### src/rtl/serial_ctrl_pkg.sv
/*
 * serial_ctrl_pkg: register map, field positions, reset values and
 * shared types of the serial port control block.
 * assumes: 32-bit apb, registers one per aligned word at index * 4.
 */
package serial_ctrl_pkg;

    // register indices as printed; byte address is four times the index
    localparam logic [31:0] IDX_PRIO   = 32'h0000ff21;
    localparam logic [31:0] IDX_IRQ_EN = 32'h0000ff24;
    localparam logic [31:0] IDX_FLAGS  = 32'h0000ff28;
    localparam logic [31:0] IDX_TIMER  = 32'h0000ff38;
    localparam logic [31:0] IDX_CFG    = 32'h0000ff40;

    localparam logic [31:0] ADDR_PRIO   = {IDX_PRIO[29:0], 2'b00};
    localparam logic [31:0] ADDR_IRQ_EN = {IDX_IRQ_EN[29:0], 2'b00};
    localparam logic [31:0] ADDR_FLAGS  = {IDX_FLAGS[29:0], 2'b00};
    localparam logic [31:0] ADDR_TIMER  = {IDX_TIMER[29:0], 2'b00};
    localparam logic [31:0] ADDR_CFG    = {IDX_CFG[29:0], 2'b00};

    // interrupt priority levels: two-bit field
    localparam int PRIO_LSB = 4;
    localparam logic [1:0] PRIO_RST = 2'h0;

    // enable bits and factor flags share one layout
    localparam int EVT_FAULT = 0;
    localparam int EVT_RX    = 1;
    localparam int EVT_TX    = 2;
    localparam logic [2:0] EVT_RST = 3'h0;

    // timer output control
    localparam int TIMER_GATE_BIT = 2;
    localparam logic TIMER_GATE_RST = 1'b0;

    // serial configuration fields
    localparam int CFG_PINS_EN   = 0;
    localparam int CFG_MODE_LSB  = 1;
    localparam int CFG_STOP      = 4;
    localparam int CFG_PAR_ODD   = 5;
    localparam int CFG_PAR_ON    = 6;
    localparam int CFG_GROUP     = 7;
    localparam logic [7:0] CFG_WMASK = 8'hf7;
    localparam logic [7:0] CFG_RST   = 8'h00;

    // level seen by the engine while the pins act as ports
    localparam logic [3:0] SER_IN_IDLE = 4'hf;

    typedef enum logic [1:0] {
        MODE_CLK_MASTER = 2'b00,
        MODE_CLK_SLAVE  = 2'b01,
        MODE_ASYNC7     = 2'b10,
        MODE_ASYNC8     = 2'b11
    } xfer_mode_t;

    typedef struct packed {
        xfer_mode_t mode;
        logic       is_async;
        logic       data8;
        logic       parity_on;
        logic       parity_odd;
        logic       stop_two;
    } frame_cfg_t;

    localparam frame_cfg_t FRAME_RST = '{
        mode: MODE_CLK_MASTER, is_async: 1'b0, data8: 1'b1,
        parity_on: 1'b0, parity_odd: 1'b0, stop_two: 1'b0};

endpackage

### src/rtl/serial_clk_div.sv
/*
 * serial_clk_div: gates the timer underflow into the serial interface
 * and halves its rate, giving a one-cycle enable pulse.
 * assumes: underflow is a one-cycle pulse on clk.
 */
`timescale 1ns/10ps
module serial_clk_div
    import serial_ctrl_pkg::*;
(
    // clock and reset
    input  wire logic clk,
    input  wire logic reset,
    // control and timer
    input  wire logic gate,
    input  wire logic underflow,
    // rate out
    output logic      clk_en
);

    logic half_q;
    logic half_d;
    logic en_q;
    logic en_d;

    // phase restarts whenever the gate closes, so the first pulse after
    // opening always comes on the second underflow
    always_comb begin
        half_d = half_q;
        en_d   = 1'b0;
        if (!gate) begin
            half_d = 1'b0;
        end else if (underflow) begin
            half_d = ~half_q;
            en_d   = half_q;
        end
    end

    always_ff @(posedge clk) begin
        if (reset) begin
            half_q <= 1'b0;
            en_q   <= 1'b0;
        end else begin
            half_q <= half_d;
            en_q   <= en_d;
        end
    end

    assign clk_en = en_q;

endmodule

### src/rtl/serial_port_control.sv
/*
 * serial_port_control: apb register file for the serial interface
 * control bits, interrupt flags, timer clock gating and pin routing.
 * assumes: event inputs are one-cycle pulses on clk from the shift
 * engine; pad inputs are asynchronous and are synchronised here.
 */
`timescale 1ns/10ps

// Contract
// - two-bit mode selects master, slave, async7, async8
// - parity enable adds parity bit, resets off
// - parity mode one is odd, zero even
// - stop bit one means two stops, else one
// - group bit picks upper or lower four pins
// - three enables gate tx, rx, fault interrupts
// - event flags set, write one clears them
// - timer clock gate passes clock, resets off
// - interface enable hands pins to serial logic
// - serial clock is timer underflow halved
// - stop length ignored in clocked modes
module serial_port_control
    import serial_ctrl_pkg::*;
(
    // clock and reset
    input  wire logic        clk,
    input  wire logic        reset,
    // apb slave
    input  wire logic        psel,
    input  wire logic        penable,
    input  wire logic        pwrite,
    input  wire logic [31:0] paddr,
    input  wire logic [31:0] pwdata,
    output logic      [31:0] prdata,
    output logic             pready,
    output logic             pslverr,
    // shift engine events and frame setup
    input  wire logic        tx_done_evt,
    input  wire logic        rx_done_evt,
    input  wire logic        rx_fault_evt,
    output frame_cfg_t       frame_cfg,
    // timer
    input  wire logic        timer_underflow,
    output logic             ser_clk_en,
    // engine and port signals to route
    input  wire logic [3:0]  ser_out,
    input  wire logic [3:0]  ser_oe,
    output logic      [3:0]  ser_in,
    input  wire logic [7:0]  gpio_out,
    input  wire logic [7:0]  gpio_oe,
    output logic      [7:0]  gpio_in,
    // pads
    input  wire logic [7:0]  pad_in,
    output logic      [7:0]  pad_out,
    output logic      [7:0]  pad_oe,
    // interrupt
    output logic             irq,
    output logic      [1:0]  irq_level
);

    function automatic logic [7:0] put_field(input logic [7:0] v);
        return v;
    endfunction

    // apb group
    logic        setup;
    logic        wr;
    logic        hit;
    logic [7:0]  rdata;
    logic [31:0] prdata_q;
    logic [31:0] prdata_d;
    logic        pready_q;
    logic        pready_d;
    logic        pslverr_q;
    logic        pslverr_d;

    // register group
    logic [1:0]  prio_q;
    logic [1:0]  prio_d;
    logic [2:0]  irq_en_q;
    logic [2:0]  irq_en_d;
    logic [2:0]  flags_q;
    logic [2:0]  flags_d;
    logic        gate_q;
    logic        gate_d;
    logic [7:0]  cfg_q;
    logic [7:0]  cfg_d;
    logic        irq_q;
    logic        irq_d;
    frame_cfg_t  frame_q;
    frame_cfg_t  frame_d;

    // pin group
    logic [7:0]  pad_s1_q;
    logic [7:0]  pad_s2_q;
    logic [3:0]  ser_in_q;
    logic [3:0]  ser_in_d;
    logic [7:0]  gpio_in_q;
    logic [7:0]  pad_out_q;
    logic [7:0]  pad_out_d;
    logic [7:0]  pad_oe_q;
    logic [7:0]  pad_oe_d;

    xfer_mode_t  mode;

    // zero-wait slave: setup cycle prepares the answer, access completes
    always_comb begin
        setup = psel && !penable;
        wr    = psel && penable && pready_q && pwrite;
        hit   = 1'b1;
        rdata = 8'h00;
        case (paddr)
            ADDR_PRIO:   rdata[PRIO_LSB +: 2] = prio_q;
            ADDR_IRQ_EN: rdata[2:0] = irq_en_q;
            ADDR_FLAGS:  rdata[2:0] = flags_q;
            ADDR_TIMER:  rdata[TIMER_GATE_BIT] = gate_q;
            ADDR_CFG:    rdata = cfg_q & CFG_WMASK;
            default:     hit = 1'b0;
        endcase
        pready_d  = setup;
        pslverr_d = setup && !hit;
        prdata_d  = 32'h0;
        if (setup && !pwrite) begin
            prdata_d = {24'h0, put_field(rdata)};
        end
    end

    always_ff @(posedge clk) begin
        if (reset) begin
            prdata_q  <= 32'h0;
            pready_q  <= 1'b0;
            pslverr_q <= 1'b0;
        end else begin
            prdata_q  <= prdata_d;
            pready_q  <= pready_d;
            pslverr_q <= pslverr_d;
        end
    end

    // registers, flags and derived frame setup
    always_comb begin
        prio_d   = prio_q;
        irq_en_d = irq_en_q;
        gate_d   = gate_q;
        cfg_d    = cfg_q;
        flags_d  = flags_q;
        if (wr) begin
            case (paddr)
                ADDR_PRIO:   prio_d = pwdata[PRIO_LSB +: 2];
                ADDR_IRQ_EN: irq_en_d = pwdata[2:0];
                ADDR_FLAGS:  flags_d = flags_q & ~pwdata[2:0];
                ADDR_TIMER:  gate_d = pwdata[TIMER_GATE_BIT];
                ADDR_CFG:    cfg_d = pwdata[7:0] & CFG_WMASK;
                default:     cfg_d = cfg_q;
            endcase
        end
        // an event in the clearing cycle still lands
        flags_d[EVT_TX]    = flags_d[EVT_TX] | tx_done_evt;
        flags_d[EVT_RX]    = flags_d[EVT_RX] | rx_done_evt;
        flags_d[EVT_FAULT] = flags_d[EVT_FAULT] | rx_fault_evt;
        irq_d = |(flags_q & irq_en_q);

        mode = xfer_mode_t'(cfg_q[CFG_MODE_LSB +: 2]);
        frame_d.mode       = mode;
        frame_d.is_async   = 1'b0;
        frame_d.data8      = 1'b1;
        case (mode)
            MODE_ASYNC8: frame_d.is_async = 1'b1;
            MODE_ASYNC7: begin
                frame_d.is_async = 1'b1;
                frame_d.data8    = 1'b0;
            end
            MODE_CLK_SLAVE:  frame_d.is_async = 1'b0;
            MODE_CLK_MASTER: frame_d.is_async = 1'b0;
            default:         frame_d.is_async = 1'b0;
        endcase
        frame_d.parity_on  = cfg_q[CFG_PAR_ON];
        frame_d.parity_odd = cfg_q[CFG_PAR_ODD];
        // the two-stop setting is forced off for clocked transfers
        frame_d.stop_two   = cfg_q[CFG_STOP] && frame_d.is_async;
    end

    always_ff @(posedge clk) begin
        if (reset) begin
            prio_q   <= PRIO_RST;
            irq_en_q <= EVT_RST;
            flags_q  <= EVT_RST;
            gate_q   <= TIMER_GATE_RST;
            cfg_q    <= CFG_RST;
            irq_q    <= 1'b0;
            frame_q  <= FRAME_RST;
        end else begin
            prio_q   <= prio_d;
            irq_en_q <= irq_en_d;
            flags_q  <= flags_d;
            gate_q   <= gate_d;
            cfg_q    <= cfg_d;
            irq_q    <= irq_d;
            frame_q  <= frame_d;
        end
    end

    // pin routing; the unused group stays an ordinary port
    always_comb begin
        pad_out_d = gpio_out;
        pad_oe_d  = gpio_oe;
        ser_in_d  = SER_IN_IDLE;
        if (cfg_q[CFG_PINS_EN]) begin
            if (cfg_q[CFG_GROUP]) begin
                pad_out_d[7:4] = ser_out;
                pad_oe_d[7:4]  = ser_oe;
                ser_in_d       = pad_s2_q[7:4];
            end else begin
                pad_out_d[3:0] = ser_out;
                pad_oe_d[3:0]  = ser_oe;
                ser_in_d       = pad_s2_q[3:0];
            end
        end
    end

    // two-stage sync first; only stage two is read
    always_ff @(posedge clk) begin
        if (reset) begin
            pad_s1_q  <= 8'h00;
            pad_s2_q  <= 8'h00;
            ser_in_q  <= SER_IN_IDLE;
            gpio_in_q <= 8'h00;
            pad_out_q <= 8'h00;
            pad_oe_q  <= 8'h00;
        end else begin
            pad_s1_q  <= pad_in;
            pad_s2_q  <= pad_s1_q;
            ser_in_q  <= ser_in_d;
            gpio_in_q <= pad_s2_q;
            pad_out_q <= pad_out_d;
            pad_oe_q  <= pad_oe_d;
        end
    end

    serial_clk_div u_clk_div (
        .clk       (clk),
        .reset     (reset),
        .gate      (gate_q),
        .underflow (timer_underflow),
        .clk_en    (ser_clk_en)
    );

    assign prdata    = prdata_q;
    assign pready    = pready_q;
    assign pslverr   = pslverr_q;
    assign frame_cfg = frame_q;
    assign ser_in    = ser_in_q;
    assign gpio_in   = gpio_in_q;
    assign pad_out   = pad_out_q;
    assign pad_oe    = pad_oe_q;
    assign irq       = irq_q;
    assign irq_level = prio_q;

endmodule

### config.mk
export PLATFORM = sky130hd
export DESIGN_NAME = serial_port_control
export DESIGN_NICKNAME = d
export VERILOG_FILES = /design/src/rtl/serial_ctrl_pkg.sv /design/src/rtl/serial_clk_div.sv /design/src/rtl/serial_port_control.sv
export SDC_FILE = /design/constraint.sdc
export NUM_CORES = 1
export LEC_CHECK = 0
export BUFFER_PORTS_ARGS = -buffer_cell sky130_fd_sc_hd__buf_2
export CAP_MARGIN = 5
export CORE_UTILIZATION = 40
export DETAILED_ROUTE_END_ITERATION = 12
export PLACE_DENSITY = 0.73
export RECOVER_POWER = 50
export SLEW_MARGIN = 10
export SYNTH_ARGS = -nofsm -noshare
export SYNTH_HDL_FRONTEND = slang
export SYNTH_SLANG_ARGS = --single-unit
### constraint.sdc
create_clock -name clk -period 1.7 [get_ports clk]
set_clock_uncertainty 0.1 [all_clocks]
set_input_delay 0.085 -clock clk [delete_from_list [all_inputs] [get_ports clk]]
set_output_delay 0.085 -clock clk [all_outputs]
set_load 0.005 [all_outputs]
## Yosys cells after proc, flatten, opt, wreduce, memory -nomap -nowiden

Cells that the tools add are included.
W data, S select, Z words.

- Register bits after elaboration: 104
- Latch bits: 0
- Memory bits (writable): 0
- ROM bits: 0
- Input bits: 105
- Output and inout bits: 73
- Logic and storage cells: 84
- Memories kept: 0

- Add/sub/neg operators: 0
- Multiply operators: 0
- Divide/modulo/power cells: 0
- Order comparisons: 0
- Eq/ne operators: 8
- Shift operators: 0
- Multiplexer cells: 15
- Bitwise logic cells: 12
- Reductions and logical operators: 24

Operator list:

| cell | number |
|---|---|
| $eq A32 B18 Y1 const B | 5 |
| $mux W4 | 5 |
| $mux W8 | 2 |
| $reduce_or A2 Y1 | 5 |
| $reduce_or A3 Y1 | 3 |
| $reduce_and A2 Y1 | 4 |
| $logic_and A1 B1 Y1 | 7 |
| $and A3 B3 Y3 | 2 |
| $mux W3 | 2 |
| $not A1 Y1 | 6 |
| $pmux W2 S3 | 1 |
| $reduce_or A5 Y1 | 1 |
| $eq A2 B2 Y1 const B | 2 |
| $pmux W1 S4 | 1 |
| $pmux W2 S2 | 1 |
| $logic_not A1 Y1 | 3 |
| $not A3 Y3 | 1 |
| $or A1 B1 Y1 | 3 |
| $eq A2 B1 Y1 const B | 1 |
| $logic_not A2 Y1 | 1 |
| $mux W1 | 2 |
| $pmux W1 S2 | 1 |

## Longest topological paths before layout

Gate-level depths: netlist of the first run.

- Depth after elaboration: 5
- Gate-level depth with buffers: 5
- Gate-level depth less buffers: 4

## Hierarchy

A second synthesis of the first run with hierarchy kept.

- Cells, all modules: 313
- Area total of the unflattened synthesis: 3,110.5 um^2

Modules (own cells, without submodules):

| module | times used | cells each | area an instance (um^2) | sequential area each (um^2) |
|---|---|---|---|---|
| serial_port_control | 1 | 308 | 3,037.9 | 1,541.5 |
| serial_clk_div | 1 | 5 | 72.6 | 40.0 |

## Worst setup path after synthesis of the first run

No wires, ideal clock.

- Kind: flip-flop to flip-flop
- Start point: register pready_q (netlist: pready)
- End point: register cfg_q[6]
- Library setup time: 121 ps
- Arrival: 1,260 ps
- Path slack: 219 ps
- Stages on the path, launching flop included: 5
- Path buffers: 0
- Cell sequence: dfxtp_1 nand4_1 inv_1 nand4_4 mux2_4

- Word-level cells in the longest chain between the ends: 3

Ends and longest elaborated chain:

| item | RTL line | RTL |
|---|---|---|
| start: declaration | serial_port_control.sv:71 | `logic pready_q;` |
| start signal: assignment | serial_port_control.sv:134 | `pready_q <= pready_d;` |
| $logic_and A1 B1 Y1 (2 in series) | serial_port_control.sv:108 | `wr = psel && penable && pready_q && pwrite;` |
| $reduce_and A2 Y1 (no line) | - |  |
| end signal: assignment | serial_port_control.sv:196 | `cfg_q <= cfg_d;` |
| end: declaration | serial_port_control.sv:85 | `logic [7:0] cfg_q;` |

No other way between the ends.
A chain may end at the register's enable or synchronous reset.

## Worst setup path after layout of the first run

- Start point: input reset
- End point: register prdata_q[2] (netlist: prdata[2])

- Word-level cells in the longest chain between the ends: 1

Ends and longest elaborated chain:

| item | RTL line | RTL |
|---|---|---|
| start: declaration | serial_port_control.sv:26 | `input wire logic reset,` |
| $reduce_or A2 Y1 (no line) | - |  |
| end signal: assignment | serial_port_control.sv:133 | `prdata_q <= prdata_d;` |
| end: declaration | serial_port_control.sv:69 | `logic [31:0] prdata_q;` |

No other way between the ends.

==> results of run 1 <==
==> final timing paths <==
path / startpoint / cells after the start / end / slack [ns]
setup / recovery: reset / 6 / prdata[2] / 0.06
hold / removal: psel / 3 / pready / 0.09
hold reg to reg: pad_s1_q[6] / 1 / pad_s2_q[6] / 0.34
setup reg to reg: pready / 4 / irq_en_q[1] / 0.33
==> routing by layer <==
layer	vias to the layer above	GRT usage	wire, um
met4	0	0.117	241
li1	1415	-	-
met5	-	0	0
met1	1331	0.210	3500
met2	116	0.354	4180
met3	20	0.0419	500
==> power breakdown <==
part	internal, mW	switching (mW)
Combinational	0.211	0.166
Sequential	1.90	0.0165
Clock	0.723	0.683
Total	2.83	0.865
==> registers in the layout (all words and copies together) (netlist names), 2 cells and up <==
name and cells:
cfg_q 7, flags_q 3, frame_cfg 7, gpio_in 8, irq_en_q 3, irq_level 2
pad_oe 8, pad_out 8, pad_s1_q 8, pad_s2_q 8, prdata 7, ser_in 4
==> critical path, cell delays in order <==
cell,delay [ns]
dlygate4sd3_1,0.54
buf_2,0.14
nor3b_1,0.29
nor2b_2,0.29
nand3_1,0.17
a211oi_1,0.26
==> logic make-up after synthesis <==
group                  Yosys count
AO/OA/AOI/OAI                   25
XOR/XNOR                         1
multiplexers                    25
buffers and inverters           48
AND/OR/NAND/NOR                139
flip-flops                      79
other                            1
==> timing repair <==
item                                    CTS  global route
endpoints found under the setup margin    0             2
hold endpoints to repair                 44             0
resized for setup                         0             1
hold buffers                             46             0
==> cell type report <==
type,instances,area [um2]
fill,669,3210
clock buffer,10,138
sequential,79,1580
clock inverter,6,67.6
inverter,10,37.5
timing repair buffer,184,1150
tap,102,128
multi-input combinational,215,1500
==> cells in the mapped netlist, types with 2 or more instances <==
library cell	instances	area, um2
nor3_1	4	20.0
nor4_4	6	128
mux2i_1	24	240
or3_1	2	12.5
and4_2	2	20.0
a22oi_1	3	22.5
and4_1	3	26.3
nor2_1	16	60.1
buf_4	26	195
nand3_1	12	60.1
nor2b_1	27	169
nand2b_1	19	119
a211oi_1	3	22.5
a21oi_1	11	55.1
nor3b_1	2	15.0
and4bb_2	4	50.1
dfxtp_1	79	1580
nand4_1	8	50.1
nand2_1	15	56.3
and3_1	5	31.3
buf_1	3	11.3
and2b_2	2	17.5
clkbuf_1	7	26.3
inv_1	10	37.5
a311oi_1	3	26.3
==> impl_metrics.toml, run 1 <==
[outcome]
outcome = "completed"

[die]
initial_core_util = 0.419
coreArea_mm2 = 0.00781
die_area_mm2 = 0.00855
ioPinCount = 178
die_height_um = 92.4
die_x_um = 92.4
rows = 32

[hold_path]
min_path_type = "in -> reg"

[synthesis]
synth_compound_area_frac = 0.0509
synth_fa_ha_area_frac = 0
ys_seq_elements = 79
ys_types = 47
synth-edff-count = 0
async_flop_share = 0
ys_warn_count = 0
synthMuxAreaShare = 0.0780
syn_avg_cell_area_um2 = 10.3
synth_top_family_by_area = "simple AND/OR/NAND/NOR gates"
synthXorXnorAreaFrac = 0.00268
synthSimpleGateAreaFrac = 0.296
syn_inst = 318
ys_seq_area_frac = 0.483
ys.flop_type = "dfxtp_1"
synth_area_mm2 = 0.00327

[power]
ir_drop_v = 0.000354
powerDensity_mw_per_mm2 = 804
total_power_mw = 3.70
leakage_nw = 2.14

[routing]
via_per_inst = 4.76
vias = 2882
postRouteAntennaNets = 0
route.detailed.wl_per_inst_um = 13.9
drt_iter0_drc = 89
drtPass1Iterations = 5
post-route-drc-count = 0
routed_wl_um = 8420

[timing]
setup_viol = 0
max_freq_mhz = 609
tns_ns = 0
tightest_slew_ns = 0.559
finalMaxSlewViolations = 0
period_needed_ns = 1.64
holdWs_ns = 0.0900
relSlewSlack = 0.627
finalHoldViolCount = 0
finalWorstSetupSlack_ns = 0.0592
fin_crit_sh = 0.965

[placement]
gp_congestion = 0.788
portBuffers = 127
place_hpwl_um = 5480
place_ws_ns = 0.0101
placed_area_mm2 = 0.00396
dp_cells = 544

[clocking]
cts_max_level = 3
postCtsSetupRepairBufs = 0
cts.clk_slew.worst_paths_ns = 0.08
cts_buffers = 9
clk_latency_ns = 0.35
cts_tree = "done"
clockRootBuffer = "clkbuf_8"
clockBufferDepth = 2
cts.sinks = 79

[critical_path]
path_max_fanout = 3
path_class = "in -> reg"
worstPathRequired_ns = 1.84
worst_setup_path_start_kind = "primary input"
end_kind = "flip-flop"
cp.arrival_ns = 1.78

[cells_and_area]
final_common_cell = "buf_2"
final_util = 0.589
drive_gt1_frac = 0.306
areaGrowthSynthToFinish_pct = 40.6
fin_cells = 606
fin_area_mm2 = 0.00460
layout_common_cells = "buf_2 (105), dfxtp_1 (79), dlygate4sd3_1 (46), nor2b_1 (26), conb_1 (25)"
layout.nets = 604
diodes = 0

[grt]
grt_overflow = 0
grt_max_degree = 45
first_global_vias = 2723
globalRouteTotalUtil = 0.197
antenna_found_initial = 0
grt_first_pass_wirelength_um = 12800

[run]
max-cap-violations = 0
(Power assumes the default switching activity.)
==> run 2: changes to the inputs <==
--- a/config.mk
+++ b/config.mk
@@ -9,9 +9,10 @@
 export CAP_MARGIN = 5
 export CORE_UTILIZATION = 40
 export DETAILED_ROUTE_END_ITERATION = 12
-export PLACE_DENSITY = 0.73
+export PLACE_DENSITY = 0.74
 export RECOVER_POWER = 50
 export SLEW_MARGIN = 10
 export SYNTH_ARGS = -nofsm -noshare
 export SYNTH_HDL_FRONTEND = slang
+export SYNTH_HIERARCHICAL = 1
 export SYNTH_SLANG_ARGS = --single-unit
==> impl_metrics.toml, run 2 <==
[outcome]
outcome = "completed"

[grt]
grt_first_pass_wirelength_um = 12800
globalRouteTotalUtil = 0.197
grt_overflow = 0
first_global_vias = 2844
grt_max_degree = 68
antenna_found_initial = 0

[synthesis]
async_flop_share = 0
synth_top_family_by_area = "simple AND/OR/NAND/NOR gates"
synth_compound_area_frac = 0.0623
yosysTopAreaCellShare = 0.508
synth_top_area_cell = "dfxtp_1"
ys_types = 44
syn_inst = 313
yosysMostFrequentCell = "dfxtp_1"
synthMuxAreaShare = 0.0748
synthTopCellsByCount = "dfxtp_1 (79), nor2b_1 (31), buf_4 (26)"
ys_seq_elements = 79
synth_area_mm2 = 0.00311
ys.flop_type = "dfxtp_1"
synth-edff-count = 0
synth_fa_ha_area_frac = 0
ys_seq_area_frac = 0.508
synth.area.top_cells = "dfxtp_1 (51%), mux2i_1 (6.8%), buf_4 (6.3%)"
synthXorXnorAreaFrac = 0.00563
ys_warn_count = 6
synthSimpleGateAreaFrac = 0.253
syn_avg_cell_area_um2 = 9.94

[timing]
rsz0062_at_grt = "no"
finalHoldViolCount = 0
relSlewSlack = 0.577
period_needed_ns = 1.65
max_freq_mhz = 605
setup_viol = 0
tightest_slew_ns = 0.634
finalMaxSlewViolations = 0
fin_crit_sh = 0.973

[critical_path]
path_max_fanout = 3
worstPathCellList = "dlygate4sd3_1, clkbuf_1, or3b_2, dlygate4sd3_1, inv_1"
worstPathRequired_ns = 1.89
worst_path_most_repeated_cell = "dlygate4sd3_1"
path_class = "in -> reg"
worst_setup_path_start_kind = "primary input"
crit_start = "reset"
end_kind = "flip-flop"
reg2reg_from = "pready"
crit_path_top_delay_cell = "dlygate4sd3_1"
cp.arrival_ns = 1.84
slowest_delay_ns = 0.59

[routing]
drtPass1Iterations = 5
postRouteAntennaNets = 0
drt_iter0_drc = 93
post-route-drc-count = 0
routed_wl_um = 7820
via_per_inst = 4.67
route.detailed.wl_per_inst_um = 12.9
vias = 2819

[placement]
gp_congestion = 0.836
place_hpwl_um = 5310
dp_cells = 544
portBuffers = 127

[run]
max-cap-violations = 0

[clocking]
clockRootBuffer = "clkbuf_8"
cts_tree = "done"
cts_buffers = 9
clockBufferDepth = 2
clk_latency_ns = 0.34
cts.sinks = 79
cts.clk_slew.worst_paths_ns = 0.09
cts_max_level = 3

[die]
die_x_um = 90.2
coreArea_mm2 = 0.00737
die_height_um = 90.2
die_area_mm2 = 0.00813
ioPinCount = 178
rows = 31
initial_core_util = 0.422

[hold_path]
min_path_type = "in -> reg"
min_from = "pwdata[6]"

[power]
leakage_nw = 2.02
ir_drop_v = 0.000477
powerDensity_mw_per_mm2 = 827

[cells_and_area]
final_util = 0.611
layout_common_cells = "buf_2 (101), dfxtp_1 (79), dlygate4sd3_1 (44), nor2b_1 (31), clkbuf_1 (26)"
final_common_cell = "buf_2"
areaGrowthSynthToFinish_pct = 44.7
diodes = 0
drive_gt1_frac = 0.299
layout.nets = 605
fin_cells = 604
nFillCells = 629
-- run 2: cell types whose count changed after synthesis, sizes merged, moves of 4 or more --
cell    before  now
or4          0    6
nor3         4    0
nor2b       27   31
nand2b      19   13
and3         7    1
inv         10   14
nor2        16   20
and4bb       4    0
-- run 2: power breakdown --
part	internal, mW	switching (mW)	total (mW)
logic	0.204	0.150	0.354
registers	1.90	0.0174	1.92
clock network	0.772	0.681	1.45
total	2.87	0.848	3.72
-- run 2: repair_timing --
action                                  CTS  global route
buffers inserted                          0             0
endpoints found under the setup margin    0             5
endpoints found under the hold margin    39             0
gates resized for setup                   0             2
hold buffers                             44             0
-- run 2: worst paths after layout --
kind / endpoint / slack, ns / cells after the start
max: pready / 0.05 / 5
min: cfg_q[6] / 0.01 / 3
min reg2reg: pad_s2_q[1] / 0.34 / 1
max reg2reg: cfg_q[5] / 0.25 / 3
-- run 2: layout make-up --
class,instances,area (um2),area share
Inverter,14,52.6,0.0117
Tap cell,99,124,0.0275
Sequential cell,79,1580,0.352
Timing Repair Buffer,190,1190,0.264
Clock inverter,5,63.8,0.0142
Multi-Input combinational cell,206,1340,0.298
Clock buffer,11,151,0.0336
-- run 2: kinds of logic after synthesis --
group,after synthesis
compound gates,28
xor+xnor,2
buf+inv,52
flops,79
mux,23
other cells,1
simple gates,128
-- run 2: per-layer routing --
metal | routed length [um] | global-route usage | up-vias
li1 | - | - | 1393
met1 | 3370 | 0.222 | 1301
met2 | 3850 | 0.354 | 115
met3 | 450 | 0.0347 | 10
met4 | 144 | 0.0995 | 0
met5 | 0 | 0 | -
-- run 2: per-stage QoR --
stage	power, mW	worst slack (ns)	hold slack (ns)	cell area, um2	setup TNS [ns]
after floorplan	2.11	-0.202	0.0545	3210	-0.511
after global placement	2.22	-0.188	0.194	3870	-2.11
after detailed placement	2.23	-0.230	0.201	3870	-2.54
after CTS	3.75	0.0502	0.000887	4520	0
after global routing	3.90	0.0110	0.0153	4500	0
final	3.72	0.0463	0.0103	4500	0
-- run 2: worst max-delay path, delay by kind of cell --
kind                   cells  cell delay [ns]
buffers and inverters      4             1.27
and+or+nand+nor            1             0.50
